--- config.mk ---
export PLATFORM = sky130hd
export DESIGN_NAME = sfc_flash_ctrl
export DESIGN_NICKNAME = d
export VERILOG_FILES = /design/src/shared/sfc_pkg.sv /design/src/hdl/sfc_flash_ctrl.sv
export SDC_FILE = /design/constraint.sdc
export NUM_CORES = 1
export LEC_CHECK = 0
export CORE_UTILIZATION = 60
export CTS_CLUSTER_SIZE = 8
export DETAILED_ROUTE_END_ITERATION = 16
export DONT_BUFFER_PORTS = 1
export PLACE_DENSITY = 0.76
export SYNTH_ARGS = -nofsm -noshare
export SYNTH_HDL_FRONTEND = slang
export SYNTH_SLANG_ARGS = --single-unit
--- constraint.sdc ---
create_clock -name pclk -period 6.67 [get_ports pclk]
set_input_delay 0.667 -clock pclk [delete_from_list [all_inputs] [get_ports pclk]]
set_output_delay 0.667 -clock pclk [all_outputs]
set_load 0.05 [all_outputs]
--- src/shared/sfc_pkg.sv ---
/*
  shared constants for the serial flash read/command controller: register map,
  field positions, reset values, opcodes, state encoding.
  assumes a 32-bit apb register bus and a byte-wide processor read port.
*/
package sfc_pkg;

  // apb register byte offsets
  localparam logic [7:0] SFC_OFF_CTRL = 8'h00;
  localparam logic [7:0] SFC_OFF_OPCODE = 8'h04;
  localparam logic [7:0] SFC_OFF_LEN = 8'h08;
  localparam logic [7:0] SFC_OFF_UTIL = 8'h0C;
  localparam logic [7:0] SFC_OFF_CMD_LO = 8'h10;
  localparam logic [7:0] SFC_OFF_CMD_HI = 8'h14;
  localparam logic [7:0] SFC_OFF_RSP_LO = 8'h18;
  localparam logic [7:0] SFC_OFF_RSP_HI = 8'h1C;
  localparam logic [7:0] SFC_OFF_STATUS = 8'h20;

  // field positions
  localparam int SFC_CTRL_GO = 0;
  localparam int SFC_CTRL_DUAL = 1;
  localparam int SFC_UTIL_DISABLE = 0;
  localparam int SFC_LEN_W = 4;
  localparam int SFC_ADDR_W = 17;

  // reset values
  localparam logic [7:0] SFC_OPCODE_RST = 8'h0B;
  localparam logic [SFC_LEN_W-1:0] SFC_LEN_RST = 4'h0;

  // flash opcodes that firmware loads for the documented command shapes
  localparam logic [7:0] SFC_OP_FAST_READ = 8'h0B;
  localparam logic [7:0] SFC_OP_DUAL_READ = 8'h3B;
  localparam logic [7:0] SFC_OP_SECTOR_WIPE = 8'h20;
  localparam logic [7:0] SFC_OP_SMALL_BLOCK_WIPE = 8'h52;
  localparam logic [7:0] SFC_OP_LARGE_BLOCK_WIPE = 8'hD8;
  localparam logic [7:0] SFC_OP_BYTE_PROGRAM = 8'h02;
  localparam logic [7:0] SFC_OP_READ_ID = 8'h9F;

  // serial frame shapes
  localparam logic [5:0] SFC_HDR_BITS = 6'h20;
  localparam logic [5:0] SFC_BYTE_BITS = 6'h08;
  localparam logic [5:0] SFC_DUAL_CLKS = 6'h04;
  localparam logic [6:0] SFC_ZERO_ADDR_HI = 7'h00;
  localparam int SFC_CACHE_BYTES = 32;
  localparam int SFC_BUF_BYTES = 8;
  localparam logic [7:0] SFC_FILL_BYTE = 8'h00;
  localparam logic [7:0] SFC_DISABLED_DATA = 8'hFF;

  typedef enum logic [2:0] {
    ST_IDLE, ST_ADDR, ST_DUMMY, ST_DATA, ST_HOLD, ST_CSHI, ST_XFER
  } sfc_state_e;

endpackage

--- src/hdl/sfc_flash_ctrl.sv ---
/*
  serial flash controller: automatic fast reads (single or dual lane) for the
  processor's external data space, a 32-byte pipeline cache, and a buffered
  command mode steered over apb.
  assumes pclk at 40 MHz, flash pins outside the clock domain, and a processor
  that raises external_data_space_rd for one cycle per read and waits for external_data_space_ready.
*/
// Decided for this implementation: register access over APB and the address map.
`timescale 1ns/1ps

module sfc_flash_ctrl import sfc_pkg::*; #(
  parameter int HALF_CLKS = 2
) (
  // clock and reset
  input wire logic pclk,
  input wire logic presetn,
  // apb slave
  input wire logic psel,
  input wire logic penable,
  input wire logic pwrite,
  input wire logic [7:0] paddr,
  input wire logic [31:0] pwdata,
  output logic [31:0] prdata,
  output logic pready,
  output logic pslverr,
  // processor external data space reads
  input wire logic external_data_space_rd,
  input wire logic [SFC_ADDR_W-1:0] external_data_space_addr,
  output logic external_data_space_ready,
  output logic [7:0] external_data_space_rdata,
  // serial flash pins
  output logic flash_sel_n,
  output logic flash_sck,
  output logic flash_io0_o,
  output logic flash_io0_oe_n,
  input wire logic flash_io0_i,
  input wire logic serial_in_line
);

  typedef struct packed {
    sfc_state_e st;
    logic [7:0] div;
    logic sck;
    logic sel_n;
    logic io0;
    logic io0_oe_n;
    logic [31:0] sh;
    logic [5:0] bits;
    logic [SFC_LEN_W-1:0] nbyte;
    logic [7:0] rx;
    logic [SFC_ADDR_W-1:0] last;
    logic pend;
    logic [SFC_ADDR_W-1:0] pend_addr;
    logic [SFC_CACHE_BYTES-1:0][7:0] cache;
    logic [SFC_ADDR_W-1:0] base;
    logic [5:0] clen;
    logic rdy;
    logic [7:0] rdata;
    logic go;
    logic dual;
    logic [7:0] opcode;
    logic [SFC_LEN_W-1:0] len;
    logic disable_if;
    logic [SFC_BUF_BYTES-1:0][7:0] cmdbuf;
    logic [SFC_BUF_BYTES-1:0][7:0] rspbuf;
    logic pready;
    logic [31:0] prdata;
    logic pslverr;
    logic d0_m;
    logic d0_s;
    logic di_m;
    logic di_s;
  } sfc_state_s;

  localparam logic [7:0] HALF_TERM = 8'(HALF_CLKS - 1);
  localparam logic [5:0] CACHE_FULL = 6'(SFC_CACHE_BYTES);

  sfc_state_s q, d;

  // address falls inside the bytes held in the cache
  // wrap-around subtraction keeps the range test to one comparator
  function automatic logic cache_hit(input logic [SFC_ADDR_W-1:0] a, input logic [SFC_ADDR_W-1:0] b,
                                     input logic [5:0] n);
    logic [SFC_ADDR_W-1:0] off;
    off = a - b;
    return off < {{(SFC_ADDR_W-6){1'b0}}, n};
  endfunction

  // register read decode; unmapped offsets flag an error
  function automatic logic [32:0] reg_read(input sfc_state_s s, input logic [7:0] a);
    logic [32:0] r;
    r = '0;
    case (a)
      SFC_OFF_CTRL: r[31:0] = {30'h0, s.dual, s.go};
      SFC_OFF_OPCODE: r[31:0] = {24'h0, s.opcode};
      SFC_OFF_LEN: r[31:0] = {28'h0, s.len};
      SFC_OFF_UTIL: r[31:0] = {31'h0, s.disable_if};
      SFC_OFF_CMD_LO: r[31:0] = s.cmdbuf[3:0];
      SFC_OFF_CMD_HI: r[31:0] = s.cmdbuf[7:4];
      SFC_OFF_RSP_LO: r[31:0] = s.rspbuf[3:0];
      SFC_OFF_RSP_HI: r[31:0] = s.rspbuf[7:4];
      SFC_OFF_STATUS: r[31:0] = {20'h0, s.clen, 3'h0, s.st};
      default: r[32] = 1'b1;
    endcase
    return r;
  endfunction

  // start a flash read after a jump; cache restarts at this address
  function automatic sfc_state_s start_read(input sfc_state_s s, input logic [SFC_ADDR_W-1:0] a);
    sfc_state_s n;
    n = s;
    n.st = ST_ADDR;
    n.sel_n = 1'b0;
    n.sh = {s.opcode, SFC_ZERO_ADDR_HI, a};
    n.io0 = s.opcode[7];
    n.io0_oe_n = 1'b0;
    n.bits = SFC_HDR_BITS;
    n.div = '0;
    n.sck = 1'b0;
    n.last = a;
    n.base = a;
    n.clen = '0;
    return n;
  endfunction

  logic [32:0] rd_word;
  logic [7:0] rx_next;
  logic [SFC_LEN_W-1:0] nb_inc;
  logic tick_fall;
  logic hit_req;
  logic go_set;

  always_comb begin
    d = q;
    d.rdy = 1'b0;
    rd_word = reg_read(q, paddr);
    hit_req = cache_hit(external_data_space_addr, q.base, q.clen);
    nb_inc = q.nbyte + 1'b1;
    // two-lane capture takes the io0 line as the high bit of each pair
    rx_next = q.dual ? {q.rx[5:0], q.d0_s, q.di_s} : {q.rx[6:0], q.di_s};
    tick_fall = 1'b0;
    go_set = 1'b0;

    // pin synchronisers; only the second stage is read below
    d.d0_m = flash_io0_i;
    d.d0_s = q.d0_m;
    d.di_m = serial_in_line;
    d.di_s = q.di_m;

    // apb: answer in the first access cycle, write lands at that edge
    d.pready = 1'b0;
    if (psel && !penable) begin
      d.pready = 1'b1;
      d.prdata = pwrite ? 32'h0 : rd_word[31:0];
      d.pslverr = rd_word[32];
    end
    if (psel && penable && q.pready && pwrite && !rd_word[32]) begin
      case (paddr)
        SFC_OFF_CTRL: begin
          d.dual = pwdata[SFC_CTRL_DUAL];
          if (pwdata[SFC_CTRL_GO] && !q.disable_if) begin
            d.go = 1'b1;
            go_set = 1'b1;
          end
        end
        SFC_OFF_OPCODE: d.opcode = pwdata[7:0];
        SFC_OFF_LEN: d.len = pwdata[SFC_LEN_W-1:0];
        SFC_OFF_UTIL: d.disable_if = pwdata[SFC_UTIL_DISABLE];
        SFC_OFF_CMD_LO: d.cmdbuf[3:0] = pwdata;
        SFC_OFF_CMD_HI: d.cmdbuf[7:4] = pwdata;
        default: d.pslverr = q.pslverr;
      endcase
    end

    // serial clock divider: rise after one half period, fall after the next
    if (q.st inside {ST_ADDR, ST_DUMMY, ST_DATA, ST_XFER}) begin
      if (q.div == HALF_TERM) begin
        d.div = '0;
        d.sck = ~q.sck;
        tick_fall = q.sck;
      end else begin
        d.div = q.div + 8'h01;
      end
    end

    case (q.st)
      // idle: reads go first, a waiting command after them
      ST_IDLE: begin
        d.sel_n = 1'b1;
        d.io0_oe_n = 1'b0;
        if (q.pend || external_data_space_rd) begin
          d.pend = 1'b0;
          if (q.disable_if) begin
            d.rdy = 1'b1;
            d.rdata = SFC_DISABLED_DATA;
          end else if (cache_hit(q.pend ? q.pend_addr : external_data_space_addr, q.base, q.clen)) begin
            d.rdy = 1'b1;
            d.rdata = q.cache[q.pend ? q.pend_addr[4:0] : external_data_space_addr[4:0]];
          end else begin
            d = start_read(d, q.pend ? q.pend_addr : external_data_space_addr);
          end
        end else if (q.go) begin
          if (q.len == '0) begin
            // a go landing this very cycle outlives the clear
            d.go = go_set;
          end else begin
            d.st = ST_XFER;
            d.sel_n = 1'b0;
            d.sh = {q.cmdbuf[0], 24'h0};
            d.io0 = q.cmdbuf[0][7];
            d.bits = SFC_BYTE_BITS;
            d.nbyte = '0;
            d.div = '0;
            d.sck = 1'b0;
          end
        end
      end
      // header: opcode and address leave msb first on falling edges
      ST_ADDR: if (tick_fall) begin
        d.sh = {q.sh[30:0], 1'b0};
        d.io0 = q.sh[30];
        d.bits = q.bits - 6'h01;
        if (q.bits == 6'h01) begin
          d.st = ST_DUMMY;
          d.bits = SFC_BYTE_BITS;
          d.io0 = 1'b0;
        end
      end
      // dummy byte; io0 released at its end in dual mode
      ST_DUMMY: if (tick_fall) begin
        d.bits = q.bits - 6'h01;
        if (q.bits == 6'h01) begin
          d.st = ST_DATA;
          d.bits = q.dual ? SFC_DUAL_CLKS : SFC_BYTE_BITS;
          d.io0_oe_n = q.dual;
        end
      end
      // data: capture on falling edges, answer and fill cache at the end
      ST_DATA: if (tick_fall) begin
        d.rx = rx_next;
        d.bits = q.bits - 6'h01;
        if (q.bits == 6'h01) begin
          d.st = ST_HOLD;
          d.rdy = 1'b1;
          d.rdata = rx_next;
          d.cache[q.last[4:0]] = rx_next;
          if (q.clen == CACHE_FULL) begin
            d.base = q.base + 1'b1;
          end else begin
            d.clen = q.clen + 6'h01;
          end
        end
      end
      ST_HOLD: if (external_data_space_rd) begin
        // select stays low between sequential bytes, clock parked low
        if (external_data_space_addr == q.last + 1'b1 && !q.disable_if) begin
          d.st = ST_DATA;
          d.last = external_data_space_addr;
          d.bits = q.dual ? SFC_DUAL_CLKS : SFC_BYTE_BITS;
          d.div = '0;
        end else if (hit_req && !q.disable_if) begin
          d.st = ST_CSHI;
          d.sel_n = 1'b1;
          d.rdy = 1'b1;
          d.rdata = q.cache[external_data_space_addr[4:0]];
        end else begin
          d.st = ST_CSHI;
          d.sel_n = 1'b1;
          d.pend = 1'b1;
          d.pend_addr = external_data_space_addr;
        end
      end else if (q.go || q.disable_if) begin
        // a waiting command or a disable closes the open stream
        d.st = ST_CSHI;
        d.sel_n = 1'b1;
      end
      // buffered command: shift out and capture one byte per eight falls
      ST_XFER: if (tick_fall) begin
        d.rx = {q.rx[6:0], q.di_s};
        d.sh = {q.sh[30:0], 1'b0};
        d.io0 = q.sh[30];
        d.bits = q.bits - 6'h01;
        if (q.bits == 6'h01) begin
          if (q.nbyte != '0 && q.nbyte <= SFC_LEN_W'(SFC_BUF_BYTES)) begin
            d.rspbuf[3'(q.nbyte - 1'b1)] = {q.rx[6:0], q.di_s};
          end
          d.nbyte = nb_inc;
          d.bits = SFC_BYTE_BITS;
          if (nb_inc == q.len) begin
            d.st = ST_CSHI;
            d.sel_n = 1'b1;
          end else begin
            d.sh[31:24] = (nb_inc < SFC_LEN_W'(SFC_BUF_BYTES)) ? q.cmdbuf[3'(nb_inc)] : SFC_FILL_BYTE;
            d.io0 = (nb_inc < SFC_LEN_W'(SFC_BUF_BYTES)) ? q.cmdbuf[3'(nb_inc)][7] : SFC_FILL_BYTE[7];
          end
        end
      end
      ST_CSHI: begin
        // select high for two half periods before anything new starts
        d.sel_n = 1'b1;
        // the last byte was already answered, so the processor may strobe
        // again here; park the request instead of losing it
        if (external_data_space_rd) begin
          d.pend = 1'b1;
          d.pend_addr = external_data_space_addr;
        end
        d.io0_oe_n = 1'b0;
        d.sck = 1'b0;
        if (q.div == HALF_TERM + HALF_TERM + 8'h01) begin
          d.div = '0;
          d.st = ST_IDLE;
          if (q.nbyte == q.len && q.go) begin
            // a new go write in the same cycle wins over the self-clear
            d.go = go_set;
            d.nbyte = '0;
          end
        end else begin
          d.div = q.div + 8'h01;
        end
      end
      default: d.st = ST_IDLE;
    endcase
    // io0 is taken back whenever select is high, so a dual stream that is
    // closed mid-way never leaves the line floating between frames
    if (d.sel_n) begin
      d.io0_oe_n = 1'b0;
    end
  end

  // single state register; the cache and buffers ride in it
  always_ff @(posedge pclk or negedge presetn) begin
    if (!presetn) begin
      q <= '0;
      q.st <= ST_IDLE;
      q.sel_n <= 1'b1;
      q.opcode <= SFC_OPCODE_RST;
      q.len <= SFC_LEN_RST;
    end else begin
      q <= d;
    end
  end

  // every output straight from the state register
  assign prdata = q.prdata;
  assign pready = q.pready;
  assign pslverr = q.pslverr;
  assign external_data_space_ready = q.rdy;
  assign external_data_space_rdata = q.rdata;
  assign flash_sel_n = q.sel_n;
  assign flash_sck = q.sck;
  assign flash_io0_o = q.io0;
  assign flash_io0_oe_n = q.io0_oe_n;

endmodule

==> impl_metrics.toml <==
[run_status]
status = "finished with violations"
violations = "hold timing, slew limit"

[yosys]
synthFlopType = "dfrtp_1"
synth-seq-cells = 567
synth.largest_area_cell = "dfrtp_1"
synth_cell_types = 107
synth_edf_count = 0
synthTopCellsByCount = "nand2_1, dfrtp_1, o21ai_0, clkbuf_1, mux2_2"
postSynth.asyncResetShare_pct = 100
netlist_area_um2 = 32400
yosysWarnings = 0
synth_top_area_share_pct = 43.4
synthCells = 3287
synth_most_common_cell = "nand2_1"
synth_area_leaders = "dfrtp_1, nand2_1, mux4_2, mux2_2, o21ai_0"
yosysSeqAreaShare_pct = 43.8
avgSynthCellArea_um2 = 9.87
syn_nets = 3411

[die]
core-area_um2 = 53000
fp.dieH_um = 234
ios = 112
fp.dieArea_um2 = 55000
start_util_pct = 61.2
rows = 84
die_w_um = 234

[power]
power.density_nw_per_um2 = 356
ir_drop_v = 0.000266
leakagePower_nw = 14.9

[global_route]
grt_pass1_vias = 26300
overflow = 0
grt_max_degree = 568
grt_usage_pct = 37.9
antenna_found_initial = 1
grt_pass1_wl_mm = 158

[setup_path]
reg2reg_depth = 19
critPathKind = "reg -> reg"
crit_path_start_kind = "flop"
rrSetupSlack_ns = 1.04
end_kind = "flop"
critPathMaxFanout = 15
regToRegEndpoint = "q[196]"
r2r_start = "q[486]"
arrival_ns = 6.13
critPathRequiredTime_ns = 7.17

[sta]
slew_violations = 323
whs_ns = -0.253
setup_tns_ns = 0
finalSetupViolations = 0
maxSlewHeadroom_pct = -75.4
skew_ns = 0.0509
fin_crit_sh_pct = 84.4
finalCriticalPeriod_ns = 5.63
grt_setup_unrepaired = "false"
tightest_slew_ns = 2.63
finalWorstSetupSlack_ns = 1.04
fmax_mhz = 178
final_hold_viol_count = 214

[placed_design]
portBuffers = 0
finalWeightedCongestion = 0.980
pre_cts_slack_ns = 1.17
dp_hpwl_mm = 68.1

[drt]
wl_mm = 103
vias_per_cell = 7.12
drc = 0
num_vias = 27300
ant_nets = 0
dr.first_iter.drc_count = 3811
wl_per_cell_um = 26.9
dr.pass1.iters = 7

[cts]
clock-root-buffer = "clkbuf_16"
cts.repair.resized = 0
cts_made_buffers = 81
clkTransAtPathRegs_ns = 0.05
cts_max_level = 3
clkSinkCount = 567
clk_latency_ns = 0.66
tritoncts = "done"
cts_buffer_depth = 3
cts_setup_buffers = 0

[hold_path]
holdCritPathClass = "in -> async"

[final_layout]
finalNetCount = 3255
antennaDiodeCount = 0
ff_latch_area_um2 = 14200
multi_input_area_um2 = 16700
layout-drive-gt1-share_pct = 15.7
area_delta_synth_final_pct = 6.95
fill_cells = 4062

[job]
max-cap-violations = 0
-- layout by cell type, fill, tap and decap left out, drive strengths merged, types with 44 or more instances in the layout --
cell type	count
dfrtp	563
mux2i	63
o21ai	277
inv	90
a22oi	69
a21oi	92
clkbuf	90
and3	44
nand3	159
nand2	617
a22o	99
nor2	92
ha	57
mux4	96
nor3	69
mux2	196
-- flip-flops by register name, indices dropped and copies added (netlist names) --
register                   cells
pready                         1
external_data_space_rdata      8
pslverr                        1
q                            520
flash_io0_oe_n                 1
flash_io0_o                    1
flash_sel_n                    1
flash_sck                      1
prdata                        32
external_data_space_ready      1
-- where the power goes --
part,leakage [nW],switching (W),total (W),internal (W)
sequential,7.71,0.000489,0.00421,0.00372
combinational,6.09,0.00274,0.00432,0.00158
clock,1.11,0.00158,0.00382,0.00224
-- final cells by class --
cell class,instances,area share (%)
clock buffers,90,5.97
clock inverters,8,0.693
inverters,93,1.01
multi-input cells,2350,48.1
flip-flops and latches,567,40.9
well taps,688,2.48
repair buffers,38,0.822
-- critical path: stages, from the launching register on --
cell and delay (ns):
dfrtp_1 0.52, buf_4 0.36, mux2i_2 0.28, inv_1 0.07, ha_1 0.36, and2_4 0.21, a311oi_1 0.31, and2_1 0.25
xnor2_1 0.14, ha_1 0.26, nand3_1 0.09, o22ai_1 0.06, or4_1 0.40, a21oi_1 0.13, o2111ai_1 0.18, nor4_4 0.42
a31oi_4 0.22, a21oi_2 0.67, nor2_1 0.20, mux2_2 0.33
-- kinds of logic (layout without fill, tap and decap cells) --
kind of cell | Yosys count | after routing | share of synthesized area (%)
fa+ha+maj | 59 | 59 | 2.32
buf+inv | 370 | 229 | 5.05
mux | 355 | 355 | 15.7
flops | 567 | 567 | 43.8
simple gates | 1104 | 1104 | 15.5
compound gates | 779 | 779 | 16.3
xor+xnor | 53 | 53 | 1.43
-- how the worst max path moves through the flow --
stage | from | to | slack [ns] | depth (start not counted)
after floorplan | external_data_space_addr[0] | flash_io0_o | 1.13 | 24
after global placement | q[486] | q[196] | 1.32 | 19
after detailed placement | q[486] | q[196] | 1.17 | 19
after CTS | q[486] | q[196] | 1.15 | 19
after global routing | q[486] | q[196] | 0.66 | 19
final | q[486] | q[196] | 1.04 | 19
-- through the flow --
stage	total power, W	util [%]	area [um2]	std cells
floorplan	0.00735	-	32400	3287
finish	0.0124	65.5	34700	3834
global route	0.0129	65.5	34700	3834
detailed placement	0.00843	61.1	32400	3736
CTS	0.0123	65.5	34700	3834
global placement	0.00832	61.1	32400	3736
-- routing by layer --
| metal | vias up | track usage (%) | part of all wire, % |
|---|---|---|---|
| li1 | 11600 | - | - |
| met1 | 13500 | 50.7 | 38 |
| met2 | 1807 | 57.7 | 45 |
| met3 | 365 | 10.7 | 12 |
| met4 | 2 | 16.5 | 4.8 |
| met5 | - | 0 | 0.015 |
(Power assumes the default switching activity.)
